### src/logic/pbo_map.svh
`ifndef PBO_MAP_SVH
`define PBO_MAP_SVH

// ----------------------------------------
// Register offsets (I/O space index)
// ----------------------------------------
`define PBO_OFS_PINB      6'h16
`define PBO_OFS_PB_DIR    6'h17
`define PBO_OFS_PB_LAT    6'h18
`define PBO_OFS_PA_IN     6'h19
`define PBO_OFS_PA_DIR    6'h1A
`define PBO_OFS_PA_LAT    6'h1B
`define PBO_OFS_MCUCTL    6'h1C

// ----------------------------------------
// Field positions and masks
// ----------------------------------------
`define PBO_MCU_PULLOFF_BIT 6
`define PBO_MCU_WR_MASK   8'h78
`define PBO_PB_WR_MASK    8'h0F

// ----------------------------------------
// Reset values and timing
// ----------------------------------------
`define PBO_RST_BYTE      8'h00
`define PBO_SYNC_STAGES   2

`endif

### src/logic/pbo_pkg.sv
package pbo_pkg;

    `include "pbo_map.svh"

    typedef logic [7:0] pbo_byte_t;

    // Register select decoded from the I/O address
    typedef enum logic [6:0] {
        PBO_SEL_NONE  = 7'h00,
        PBO_SEL_PINB  = 7'h01,
        PBO_SEL_PB_DIR = 7'h02,
        PBO_SEL_PB_LAT = 7'h04,
        PBO_SEL_PA_IN  = 7'h08,
        PBO_SEL_PA_DIR = 7'h10,
        PBO_SEL_PA_LAT = 7'h20,
        PBO_SEL_MCU   = 7'h40
    } pbo_sel_e;

    // Address to register select
    function automatic pbo_sel_e pbo_decode(input logic [5:0] addr);
        case (addr)
            `PBO_OFS_PINB:   pbo_decode = PBO_SEL_PINB;
            `PBO_OFS_PB_DIR: pbo_decode = PBO_SEL_PB_DIR;
            `PBO_OFS_PB_LAT: pbo_decode = PBO_SEL_PB_LAT;
            `PBO_OFS_PA_IN:  pbo_decode = PBO_SEL_PA_IN;
            `PBO_OFS_PA_DIR: pbo_decode = PBO_SEL_PA_DIR;
            `PBO_OFS_PA_LAT: pbo_decode = PBO_SEL_PA_LAT;
            `PBO_OFS_MCUCTL: pbo_decode = PBO_SEL_MCU;
            default:         pbo_decode = PBO_SEL_NONE;
        endcase
    endfunction : pbo_decode

endpackage : pbo_pkg

### src/logic/pbo_port_override.sv
// The implementer's own choice: the address-and-strobe port.
`timescale 1ns/10ps
`include "pbo_map.svh"

//                      Function
// Software sets pin 2 direction before compare-A waveform shows on pin 2.
// Programmed clock-output fuse drives system clock on pin 2, ignoring latch/direction.
// Clock output on pin 2 continues while device is held in reset.
// Pin 3 is active-low reset input while reset-disable fuse reads one.
// As reset input, pin 3 has pull-up, no driver, no digital input.
// Debug link active only with debug fuse programmed and all locks unprogrammed.
// Active debug makes pin 3 open-drain bidirectional with pull-up.
// Pin 2 value is clock when clock output, else compare-A output.
// Pin 2 input forced on by source ten with group 1, or irq zero.
// Crystal clock source takes pins 0 and 1: no pull-up, driver, value.
// External clock source overrides pin 0 only; pin 1 stays ordinary I/O.
// Pins 2 and 3 are pin-change sources ten and eleven, group 1.
// Global pull-up disable turns off every port pull-up; pin 3 keeps its pull-up while reset pin or debug link is active.
// Control register bits 7 and 2 always read zero.
// Input register reads return synchronized pin levels, not latch contents.

module pbo_port_override
    import pbo_pkg::*;
#(
    parameter int PA_W   = 8,
    parameter int PB_W   = 4,
    parameter int LOCK_W = 2
) (
    input  wire logic              core_clk,
    input  wire logic              nrst,
    input  wire logic [5:0]        regAddr,
    input  wire logic [7:0]        regWrData,
    input  wire logic              regWrEn,
    input  wire logic              regRdEn,
    output logic      [7:0]        regRdData,
    input  wire logic [PA_W-1:0]   padInA,
    output logic      [PA_W-1:0]   padOutA,
    output logic      [PA_W-1:0]   padOeA,
    output logic      [PA_W-1:0]   padPullA,
    input  wire logic [PB_W-1:0]   padInB,
    output logic      [PB_W-1:0]   padOutB,
    output logic      [PB_W-1:0]   padOeB,
    output logic      [PB_W-1:0]   padPullB,
    input  wire logic              clockOutputFuse,
    input  wire logic              resetPinDisableFuse,
    input  wire logic              debugLinkEnableFuse,
    input  wire logic [LOCK_W-1:0] lockBits,
    input  wire logic              crystalClockSelected,
    input  wire logic              externalClockSelected,
    input  wire logic              timerCompareAEnable,
    input  wire logic              timerCompareAOutput,
    input  wire logic              externalIrqZeroEnable,
    input  wire logic              pinChangeGroup1Enable,
    input  wire logic [PB_W-1:0]   pinChangeMaskB,
    input  wire logic              debugTransmit,
    output logic                   oneWireDebugActive,
    output logic                   oneWireDebugRx,
    output logic                   externalResetReq,
    output logic      [PB_W-1:0]   pinChangeLevelB
);

    // ----------------------------------------
    // Parameter checks
    // ----------------------------------------
    if (PB_W != 4) begin : g_bad_pbw
        $error("pbo_port_override: port B override logic serves exactly four pins");
    end
    if (PA_W < 1 || PA_W > 8 || LOCK_W < 1) begin : g_bad_w
        $error("pbo_port_override: port A width must be 1..8, lock width at least 1");
    end

    // ----------------------------------------
    // Registers and decode
    // ----------------------------------------
    logic [PA_W-1:0] dirA_r;
    logic [PA_W-1:0] latchA_r;
    logic [PB_W-1:0] dirB_r;
    logic [PB_W-1:0] latchB_r;
    logic [3:0]      mcuCtl_r;
    logic [PA_W-1:0] syncA1_r;
    logic [PA_W-1:0] syncA2_r;
    logic [PB_W-1:0] syncB1_r;
    logic [PB_W-1:0] syncB2_r;
    logic [7:0]      rdData_r;
    logic [7:0]      rdData_nxt;
    logic [PA_W-1:0] inEnA;
    logic [PB_W-1:0] inEnB;
    logic [PB_W-1:0] pullOvrEnB;
    logic [PB_W-1:0] pullOvrValB;
    logic [PB_W-1:0] dirOvrEnB;
    logic [PB_W-1:0] dirOvrValB;
    logic [PB_W-1:0] valOvrEnB;
    logic [PB_W-1:0] valOvrValB;
    logic [PB_W-1:0] inOvrEnB;
    logic [PB_W-1:0] inOvrValB;
    logic            pullOffBit;
    logic            clockOutActive;
    logic            resetPinActive;
    pbo_sel_e        wrSel;
    pbo_sel_e        rdSel;

    assign wrSel  = regWrEn ? pbo_decode(regAddr) : PBO_SEL_NONE;
    assign rdSel  = regRdEn ? pbo_decode(regAddr) : PBO_SEL_NONE;
    assign pullOffBit = mcuCtl_r[`PBO_MCU_PULLOFF_BIT-3];

    // Port A direction and latch
    always_ff @(posedge core_clk) begin
        if (!nrst) begin
            dirA_r   <= PA_W'(`PBO_RST_BYTE);
            latchA_r <= PA_W'(`PBO_RST_BYTE);
        end else begin
            if (wrSel == PBO_SEL_PA_DIR) begin
                dirA_r <= regWrData[PA_W-1:0];
            end
            if (wrSel == PBO_SEL_PA_LAT) begin
                latchA_r <= regWrData[PA_W-1:0];
            end
        end
    end

    // Port B direction and latch, low nibble writable
    always_ff @(posedge core_clk) begin
        if (!nrst) begin
            dirB_r   <= PB_W'(`PBO_RST_BYTE);
            latchB_r <= PB_W'(`PBO_RST_BYTE);
        end else begin
            if (wrSel == PBO_SEL_PB_DIR) begin
                dirB_r <= regWrData[PB_W-1:0];
            end
            if (wrSel == PBO_SEL_PB_LAT) begin
                latchB_r <= regWrData[PB_W-1:0];
            end
        end
    end

    // Control register, bits 6..3 writable
    always_ff @(posedge core_clk) begin
        if (!nrst) begin
            mcuCtl_r <= 4'h0;
        end else if (wrSel == PBO_SEL_MCU) begin
            mcuCtl_r <= regWrData[6:3];
        end
    end

    // ----------------------------------------
    // Pin synchronisers
    // ----------------------------------------
    // No reset: pins stay tracked, so no false low on reset pin
    always_ff @(posedge core_clk) begin
        syncA1_r <= padInA;
        syncA2_r <= syncA1_r;
        syncB1_r <= padInB;
        syncB2_r <= syncB1_r;
    end

    // ----------------------------------------
    // Port B override terms
    // ----------------------------------------
    // debug gate
    assign oneWireDebugActive = ~debugLinkEnableFuse & (&lockBits);
    // fuse programmed reads zero
    assign clockOutActive     = ~clockOutputFuse;
    // reset function while fuse unprogrammed
    assign resetPinActive     = resetPinDisableFuse & ~oneWireDebugActive;

    always_comb begin
        pullOvrEnB  = '0;
        pullOvrValB = '0;
        dirOvrEnB   = '0;
        dirOvrValB  = '0;
        valOvrEnB   = '0;
        valOvrValB  = '0;
        inOvrEnB    = '0;
        inOvrValB   = '0;
        // crystal takes pins 0 and 1
        if (crystalClockSelected) begin
            pullOvrEnB[1:0] = 2'h3;
            dirOvrEnB[1:0]  = 2'h3;
            valOvrEnB[1:0]  = 2'h3;
            inOvrEnB[1:0]   = 2'h3;
        // external clock takes pin 0 only
        end else if (externalClockSelected) begin
            pullOvrEnB[0] = 1'b1;
            dirOvrEnB[0]  = 1'b1;
            valOvrEnB[0]  = 1'b1;
            inOvrEnB[0]   = 1'b1;
            inOvrValB[0]  = 1'b1;
        end
        // pins 0/1 as group 1 sources when not taken
        for (int i = 0; i < 2; i++) begin
            if (!inOvrEnB[i]) begin
                inOvrEnB[i]  = pinChangeGroup1Enable & pinChangeMaskB[i];
                inOvrValB[i] = pinChangeGroup1Enable & pinChangeMaskB[i];
            end
        end
        // clock drives pin, in reset too
        pullOvrEnB[2] = clockOutActive;
        dirOvrEnB[2]  = clockOutActive;
        dirOvrValB[2] = 1'b1;
        // compare output overrides value only, direction stays software's
        // clock wins over compare-A
        valOvrEnB[2]  = clockOutActive | timerCompareAEnable;
        valOvrValB[2] = clockOutActive ? core_clk : timerCompareAOutput;
        // input forced on for irq zero or source ten
        inOvrEnB[2]  = externalIrqZeroEnable | (pinChangeMaskB[2] & pinChangeGroup1Enable);
        inOvrValB[2] = inOvrEnB[2];
        // reset pin pull-up, no driver, no digital input
        // debug pin open-drain with pull-up
        pullOvrEnB[3]  = resetPinActive | oneWireDebugActive;
        pullOvrValB[3] = 1'b1;
        dirOvrEnB[3]   = pullOvrEnB[3];
        dirOvrValB[3]  = oneWireDebugActive & debugTransmit;
        valOvrEnB[3]   = pullOvrEnB[3];
        valOvrValB[3]  = 1'b0;
        inOvrEnB[3]    = pullOvrEnB[3] | (pinChangeMaskB[3] & pinChangeGroup1Enable);
        inOvrValB[3]   = oneWireDebugActive
                       | (~resetPinActive & pinChangeMaskB[3] & pinChangeGroup1Enable);
    end

    // ----------------------------------------
    // Pin cells
    // ----------------------------------------
    // global pull-up disable into every cell
    for (genvar a = 0; a < PA_W; a++) begin : g_pin_a
        pbo_pin_cell u_cell (
            .outputLatchBit            (latchA_r[a]),
            .directionBit              (dirA_r[a]),
            .globalPullupDisable       (pullOffBit),
            .pullupOverrideEnable      (1'b0),
            .pullupOverrideValue       (1'b0),
            .directionOverrideEnable   (1'b0),
            .directionOverrideValue    (1'b0),
            .outputValueOverrideEnable (1'b0),
            .outputValueOverrideValue  (1'b0),
            .inputEnableOverrideEnable (1'b0),
            .inputEnableOverrideValue  (1'b0),
            .padOut                    (padOutA[a]),
            .padOe                     (padOeA[a]),
            .padPullup                 (padPullA[a]),
            .inputEnable               (inEnA[a])
        );
    end

    for (genvar b = 0; b < PB_W; b++) begin : g_pin_b
        pbo_pin_cell u_cell (
            .outputLatchBit            (latchB_r[b]),
            .directionBit              (dirB_r[b]),
            .globalPullupDisable       (pullOffBit),
            .pullupOverrideEnable      (pullOvrEnB[b]),
            .pullupOverrideValue       (pullOvrValB[b]),
            .directionOverrideEnable   (dirOvrEnB[b]),
            .directionOverrideValue    (dirOvrValB[b]),
            .outputValueOverrideEnable (valOvrEnB[b]),
            .outputValueOverrideValue  (valOvrValB[b]),
            .inputEnableOverrideEnable (inOvrEnB[b]),
            .inputEnableOverrideValue  (inOvrValB[b]),
            .padOut                    (padOutB[b]),
            .padOe                     (padOeB[b]),
            .padPullup                 (padPullB[b]),
            .inputEnable               (inEnB[b])
        );
    end

    // ----------------------------------------
    // Pin-facing status outputs
    // ----------------------------------------
    // gated levels feed group 1 sources
    always_ff @(posedge core_clk) begin
        if (!nrst) begin
            pinChangeLevelB <= '0;
        end else begin
            pinChangeLevelB <= syncB2_r & inEnB;
        end
    end

    // low level on pin 3 requests reset
    always_ff @(posedge core_clk) begin
        if (!nrst) begin
            externalResetReq <= 1'b0;
            oneWireDebugRx   <= 1'b1;
        end else begin
            externalResetReq <= resetPinActive & ~syncB2_r[3];
            oneWireDebugRx   <= oneWireDebugActive ? syncB2_r[3] : 1'b1;
        end
    end

    // ----------------------------------------
    // Read path
    // ----------------------------------------
    always_comb begin
        rdData_nxt = 8'h00;
        case (rdSel)
            // pin levels, not latches
            PBO_SEL_PA_IN:  rdData_nxt = 8'(syncA2_r & inEnA);
            PBO_SEL_PINB:   rdData_nxt = 8'(syncB2_r & inEnB);
            PBO_SEL_PA_DIR: rdData_nxt = 8'(dirA_r);
            PBO_SEL_PA_LAT: rdData_nxt = 8'(latchA_r);
            PBO_SEL_PB_DIR: rdData_nxt = 8'(dirB_r);
            PBO_SEL_PB_LAT: rdData_nxt = 8'(latchB_r);
            // bits 7 and 2 read zero
            PBO_SEL_MCU:   rdData_nxt = {1'b0, mcuCtl_r, 3'h0};
            default:       rdData_nxt = 8'h00;
        endcase
    end

    always_ff @(posedge core_clk) begin
        if (!nrst) begin
            rdData_r <= 8'h00;
        end else begin
            rdData_r <= rdData_nxt;
        end
    end

    assign regRdData = rdData_r;

    // ----------------------------------------
    // Assertions
    // ----------------------------------------
    a_clock_output_fuse_drive: assert property (@(posedge core_clk)
        !clockOutputFuse |-> padOeB[2] && !padPullB[2])
        else $error("clock output does not drive pin 2");

    a_cmpa_value: assert property (@(posedge core_clk) disable iff (!nrst)
        clockOutputFuse && timerCompareAEnable |-> padOutB[2] == timerCompareAOutput && padOeB[2] == dirB_r[2])
        else $error("compare-A value or direction wrong on pin 2");

    a_reset_pin_off: assert property (@(posedge core_clk) disable iff (!nrst)
        resetPinDisableFuse && !oneWireDebugActive |-> padPullB[3] && !padOeB[3] && !inEnB[3])
        else $error("reset pin not configured as input with pull-up");

    a_reset_request: assert property (@(posedge core_clk) disable iff (!nrst)
        (resetPinDisableFuse && debugLinkEnableFuse && !padInB[3]) [*4] |-> externalResetReq)
        else $error("low reset pin gave no reset request");

    a_debug_opendrain: assert property (@(posedge core_clk) disable iff (!nrst)
        oneWireDebugActive |-> !padOutB[3] && padPullB[3] && (padOeB[3] == debugTransmit))
        else $error("debug pin not open-drain");

    a_debug_gate: assert property (@(posedge core_clk) disable iff (!nrst)
        !(&lockBits) |-> !oneWireDebugActive && (padOeB[3] == 1'b0 || !resetPinDisableFuse))
        else $error("debug active with a lock bit programmed");

    a_pin2_input: assert property (@(posedge core_clk) disable iff (!nrst)
        (externalIrqZeroEnable && padInB[2]) [*4] |-> pinChangeLevelB[2])
        else $error("pin 2 input not forced on");

    a_crystal_pins: assert property (@(posedge core_clk) disable iff (!nrst)
        crystalClockSelected |-> padOeB[1:0] == 2'h0 && padPullB[1:0] == 2'h0 && padOutB[1:0] == 2'h0)
        else $error("crystal pins still under port control");

    a_extclk_pin1: assert property (@(posedge core_clk) disable iff (!nrst)
        externalClockSelected && !crystalClockSelected |-> padOeB[1] == dirB_r[1] && !padOeB[0])
        else $error("external clock override wrong");

    a_pull_disable: assert property (@(posedge core_clk) disable iff (!nrst)
        pullOffBit |-> padPullA == '0)
        else $error("pull-up active while globally disabled");

    a_reserved_zero: assert property (@(posedge core_clk) disable iff (!nrst)
        regRdEn && regAddr == `PBO_OFS_MCUCTL |=> regRdData[7] == 1'b0 && regRdData[2] == 1'b0)
        else $error("reserved control bits read nonzero");

    a_pin_read: assert property (@(posedge core_clk) disable iff (!nrst)
        regRdEn && regAddr == `PBO_OFS_PA_IN |=> regRdData[PA_W-1:0] == $past(padInA, 3))
        else $error("port A input read mismatch");

endmodule : pbo_port_override

### src/logic/pbo_pin_cell.sv
`timescale 1ns/10ps

// ----------------------------------------
// One pin: alternate-function override mux
// ----------------------------------------
module pbo_pin_cell (
    input  wire logic outputLatchBit,
    input  wire logic directionBit,
    input  wire logic globalPullupDisable,
    input  wire logic pullupOverrideEnable,
    input  wire logic pullupOverrideValue,
    input  wire logic directionOverrideEnable,
    input  wire logic directionOverrideValue,
    input  wire logic outputValueOverrideEnable,
    input  wire logic outputValueOverrideValue,
    input  wire logic inputEnableOverrideEnable,
    input  wire logic inputEnableOverrideValue,
    output logic      padOut,
    output logic      padOe,
    output logic      padPullup,
    output logic      inputEnable
);

    // Pull-up: input with latch high, unless globally disabled
    assign padPullup = pullupOverrideEnable ? pullupOverrideValue
                     : (~directionBit & outputLatchBit & ~globalPullupDisable);

    // Driver and value
    assign padOe   = directionOverrideEnable   ? directionOverrideValue   : directionBit;
    assign padOut  = outputValueOverrideEnable ? outputValueOverrideValue : outputLatchBit;

    // Digital input path
    assign inputEnable = inputEnableOverrideEnable ? inputEnableOverrideValue : 1'b1;

endmodule : pbo_pin_cell

### config.mk
export PLATFORM = sky130hd
export DESIGN_NAME = pbo_port_override
export DESIGN_NICKNAME = d
export VERILOG_FILES = /design/src/logic/pbo_pkg.sv /design/src/logic/pbo_port_override.sv /design/src/logic/pbo_pin_cell.sv
export VERILOG_INCLUDE_DIRS = /design/src /design/src/logic
export SDC_FILE = /design/constraint.sdc
export NUM_CORES = 1
export LEC_CHECK = 0
export BUFFER_PORTS_ARGS = -buffer_cell sky130_fd_sc_hd__buf_2
export CAP_MARGIN = 20
export CORE_AREA = 3 3 133 71
export DETAILED_ROUTE_END_ITERATION = 8
export DIE_AREA = 0 0 136 74
export HOLD_SLACK_MARGIN = 0.1
export SETUP_SLACK_MARGIN = 0.05
export SLEW_MARGIN = 20
export SYNTH_ARGS = -nofsm -noshare
export SYNTH_HDL_FRONTEND = slang
export SYNTH_SLANG_ARGS = --single-unit
### constraint.sdc
create_clock -name core_clk -period 2 [get_ports core_clk]
set_input_delay 0.1 -clock core_clk [delete_from_list [all_inputs] [get_ports core_clk]]
set_output_delay 0.1 -clock core_clk [all_outputs]
set_load 0.03 [all_outputs]
==> out/qor.txt <==
Antenna violations before repair -> 0
Worst path top cell family by delay -> buffers and inverters
ANT nets after route -> 0
Predominant post-synthesis flop cell -> dfxtp_1
Share of layout cells above drive strength 1 -> 34.3%
Syn_nets -> 312
Hold/Removal Path Class -> input pin to register
Tightest Pin Transition -> 0.661 ns
Worst Path Arrival -> 1.56 ns
Largest net degree at the start of global routing -> 35
Nets -> 400
Status -> finished clean
Synth top area share -> 46.8%
Ys async rst share -> 0%
CP endpoint kind -> primary output
Vias -> 2,140
R2R depth -> 3
Syn avg cell area -> 10.6 um^2
Final hold violation count -> 0
# rows -> 24
CP startpoint -> mcuCtl_r[3]$_SDFFE_PN0N_
Final GP Congestion -> 0.845
Worst endpoint required time -> 1.90 ns
Register-to-register setup slack -> 0.74 ns
RSZ-0062 raised after global routing -> false
Non-filler cells, final -> 476
Tcrit/Tclk final -> 83.2%
Crit Path Max Fanout -> 9
Inst Count DP -> 431
Number of synthesized flops with an enable pin -> 0
Minimum clock period -> 1.66 ns
First-pass DRT Iterations -> 4
Leakage -> 0.00168 uW
Final-layout fill cell count -> 822
Synth Cell Area -> 2820 um^2
Die W -> 136 um
CP max stage cell -> dfxtp_1
IO Port Bufs -> 90
Post-CTS resize count -> 0
Seq cells post-synth -> 66
Reg2reg start -> dirA_r[0]$_SDFFE_PN0N_
PwrDens -> 940 nW/um^2
Global route overflow -> 0
Largest cells by area after synthesis -> dfxtp_1, mux2i_1, buf_4, nor2b_1, nor3b_1
First-pass GRT wire length -> 11,200 um
Hpwl dp -> 5250 um
Later-pin clock latency in the skew report -> 0.44 ns
WS Path Type -> register to primary output
Area growth from synthesis to layout -> 34.6%
Seq/Total Area, Yosys -> 46.8%
CTS tree -> done
Startpoint Class -> register
DRC -> 0
Drt total wl -> 7130 um
Clk pin slew, worst setup/hold paths -> 0.05 ns
Yosys top cell by area -> dfxtp_1
Tot Pwr -> 3570 uW
Max Slew Vio Count -> 0
Max_slew headroom -> 55.5%
CP endpoint -> padPullA[3]
Setup TNS -> 0 ns
VDD IR max -> 0.000408 V
# setup viols final -> 0
Unique masters post-synth -> 32
WP buf/inv -> 2
Ant diodes -> 0
I/O Pins -> 97
Top achievable clock speed -> 601 MHz
Warnings, synthesis -> 0
Initial Util -> 33.3%
Cells along the critical path -> buf_4, nor3b_1, buf_2
Crit-path max cell delay -> 0.46 ns
Die Y -> 74 um
All-Layer GR Usage -> 15.4%
Drt initial violations -> 87
DIE AREA -> 10,100 um^2
R2r endpoint -> regRdData[0]$_SDFF_PN0_
Hold depth -> 3
WL per Instance -> 15.0 um
Core box area -> 8470 um^2
Worst path depth -> 3
Most common library cells after synthesis -> dfxtp_1, buf_4, nor2b_1, mux2i_1, nor3b_1
Max-cap violations -> 0
DR vias/cell -> 4.50
Vias in the first global route -> 2,065
Cells after Synth -> 266
Top-count cell post-synth -> dfxtp_1
Setup Skew -> 0.00313 ns
-- power by group --
part	total [uW]	leakage (uW)	switching (uW)	internal (uW)
combinational	223	0.000940	112	111
clock	1990	0.000200	603	1380
sequential	1360	0.000542	10.9	1350
-- stage by stage --
stage,utilization [%],setup slack [ns],cell area (um^2),hold WS [ns]
after floorplan,-,0.632,2820,0.128
after global placement,37.1,0.383,3140,0.203
after detailed placement,37.1,0.293,3140,0.204
after CTS,44.9,0.308,3800,0.104
after global routing,44.9,0.232,3800,0.126
final,44.9,0.336,3800,0.131
-- layout make-up --
type,count,area [um^2],share of cell area (%)
Clock inverter,5,77.6,2.04
Sequential cell,66,1320,34.8
Tap cell,117,146,3.85
Timing Repair Buffer,120,756,19.9
Multi-Input combinational cell,152,1170,30.8
Clock buffer,15,323,8.50
Inverter,1,3.75,0.0988
-- worst min path at each step --
stage | to | start
3_3_place_gp | syncA1_r[2]$_DFF_P_ | padInA[2]
6_report | regRdData[7]$_SDFF_PN0_ | regAddr[5]
3_5_place_dp | syncA1_r[5]$_DFF_P_ | padInA[5]
4_1_cts | regRdData[7]$_SDFF_PN0_ | regAddr[5]
2_1_floorplan | syncA1_r[0]$_DFF_P_ | padInA[0]
5_1_grt | regRdData[7]$_SDFF_PN0_ | regAddr[5]
-- flip-flops by register name, indices dropped and copies added, names as in the netlist --
register          cells
externalResetReq      1
syncA2_r              8
syncB1_r              4
syncB2_r              4
syncA1_r              8
mcuCtl_r              4
dirB_r                4
regRdData             8
dirA_r                8
latchA_r              8
latchB_r              4
oneWireDebugRx        1
pinChangeLevelB       4
-- kinds of logic (layout without fill, tap and decap cells) --
group,after synthesis,count (layout),share of synthesized area (%)
compound gates,18,18,4.17
buf+inv,48,141,11.7
flops,66,66,46.8
mux,38,38,15.6
simple gates,96,96,21.8
-- cell usage in the layout, fill, tap and decap left out, types with 2 or more instances in the layout --
cell,count
buf_2,90
nor2b_1,32
bufinv_16,2
nor3b_1,13
a22o_1,3
and2_1,4
buf_4,4
a22oi_1,6
a21oi_1,3
mux2i_1,30
nand3b_1,3
and3b_1,4
nand4_1,2
nand2_1,7
clkinv_2,2
nand2b_1,7
nor3_1,3
o21ai_0,5
mux2_2,4
dlygate4sd3_1,26
and3_1,3
mux4_2,3
nor2_1,11
clkbuf_16,12
dfxtp_1,66
nor4_1,2
-- what timing repair did --
item                                   4_1_cts  5_1_grt
buffers inserted                             0        0
hold buffers                                26        0
endpoints found under the hold margin       47        0
-- worst register-to-register path, stage by stage (launching register included) --
cell	delay, ns
dfxtp_1	0.33
mux4_1	0.51
a22oi_1	0.22
nor2_1	0.07
-- per-layer routing --
| layer | wire (um) | vias to the layer above | global-route usage [%] |
|---|---|---|---|
| met1 | 3650 | 981 | 21.6 |
| met2 | 2680 | 97 | 20.2 |
| li1 | - | 1054 | - |
| met5 | 0 | - | 0 |
| met4 | 98 | 0 | 7.04 |
| met3 | 699 | 8 | 6.69 |
Note: power is estimated with default switching activity, not from simulation.
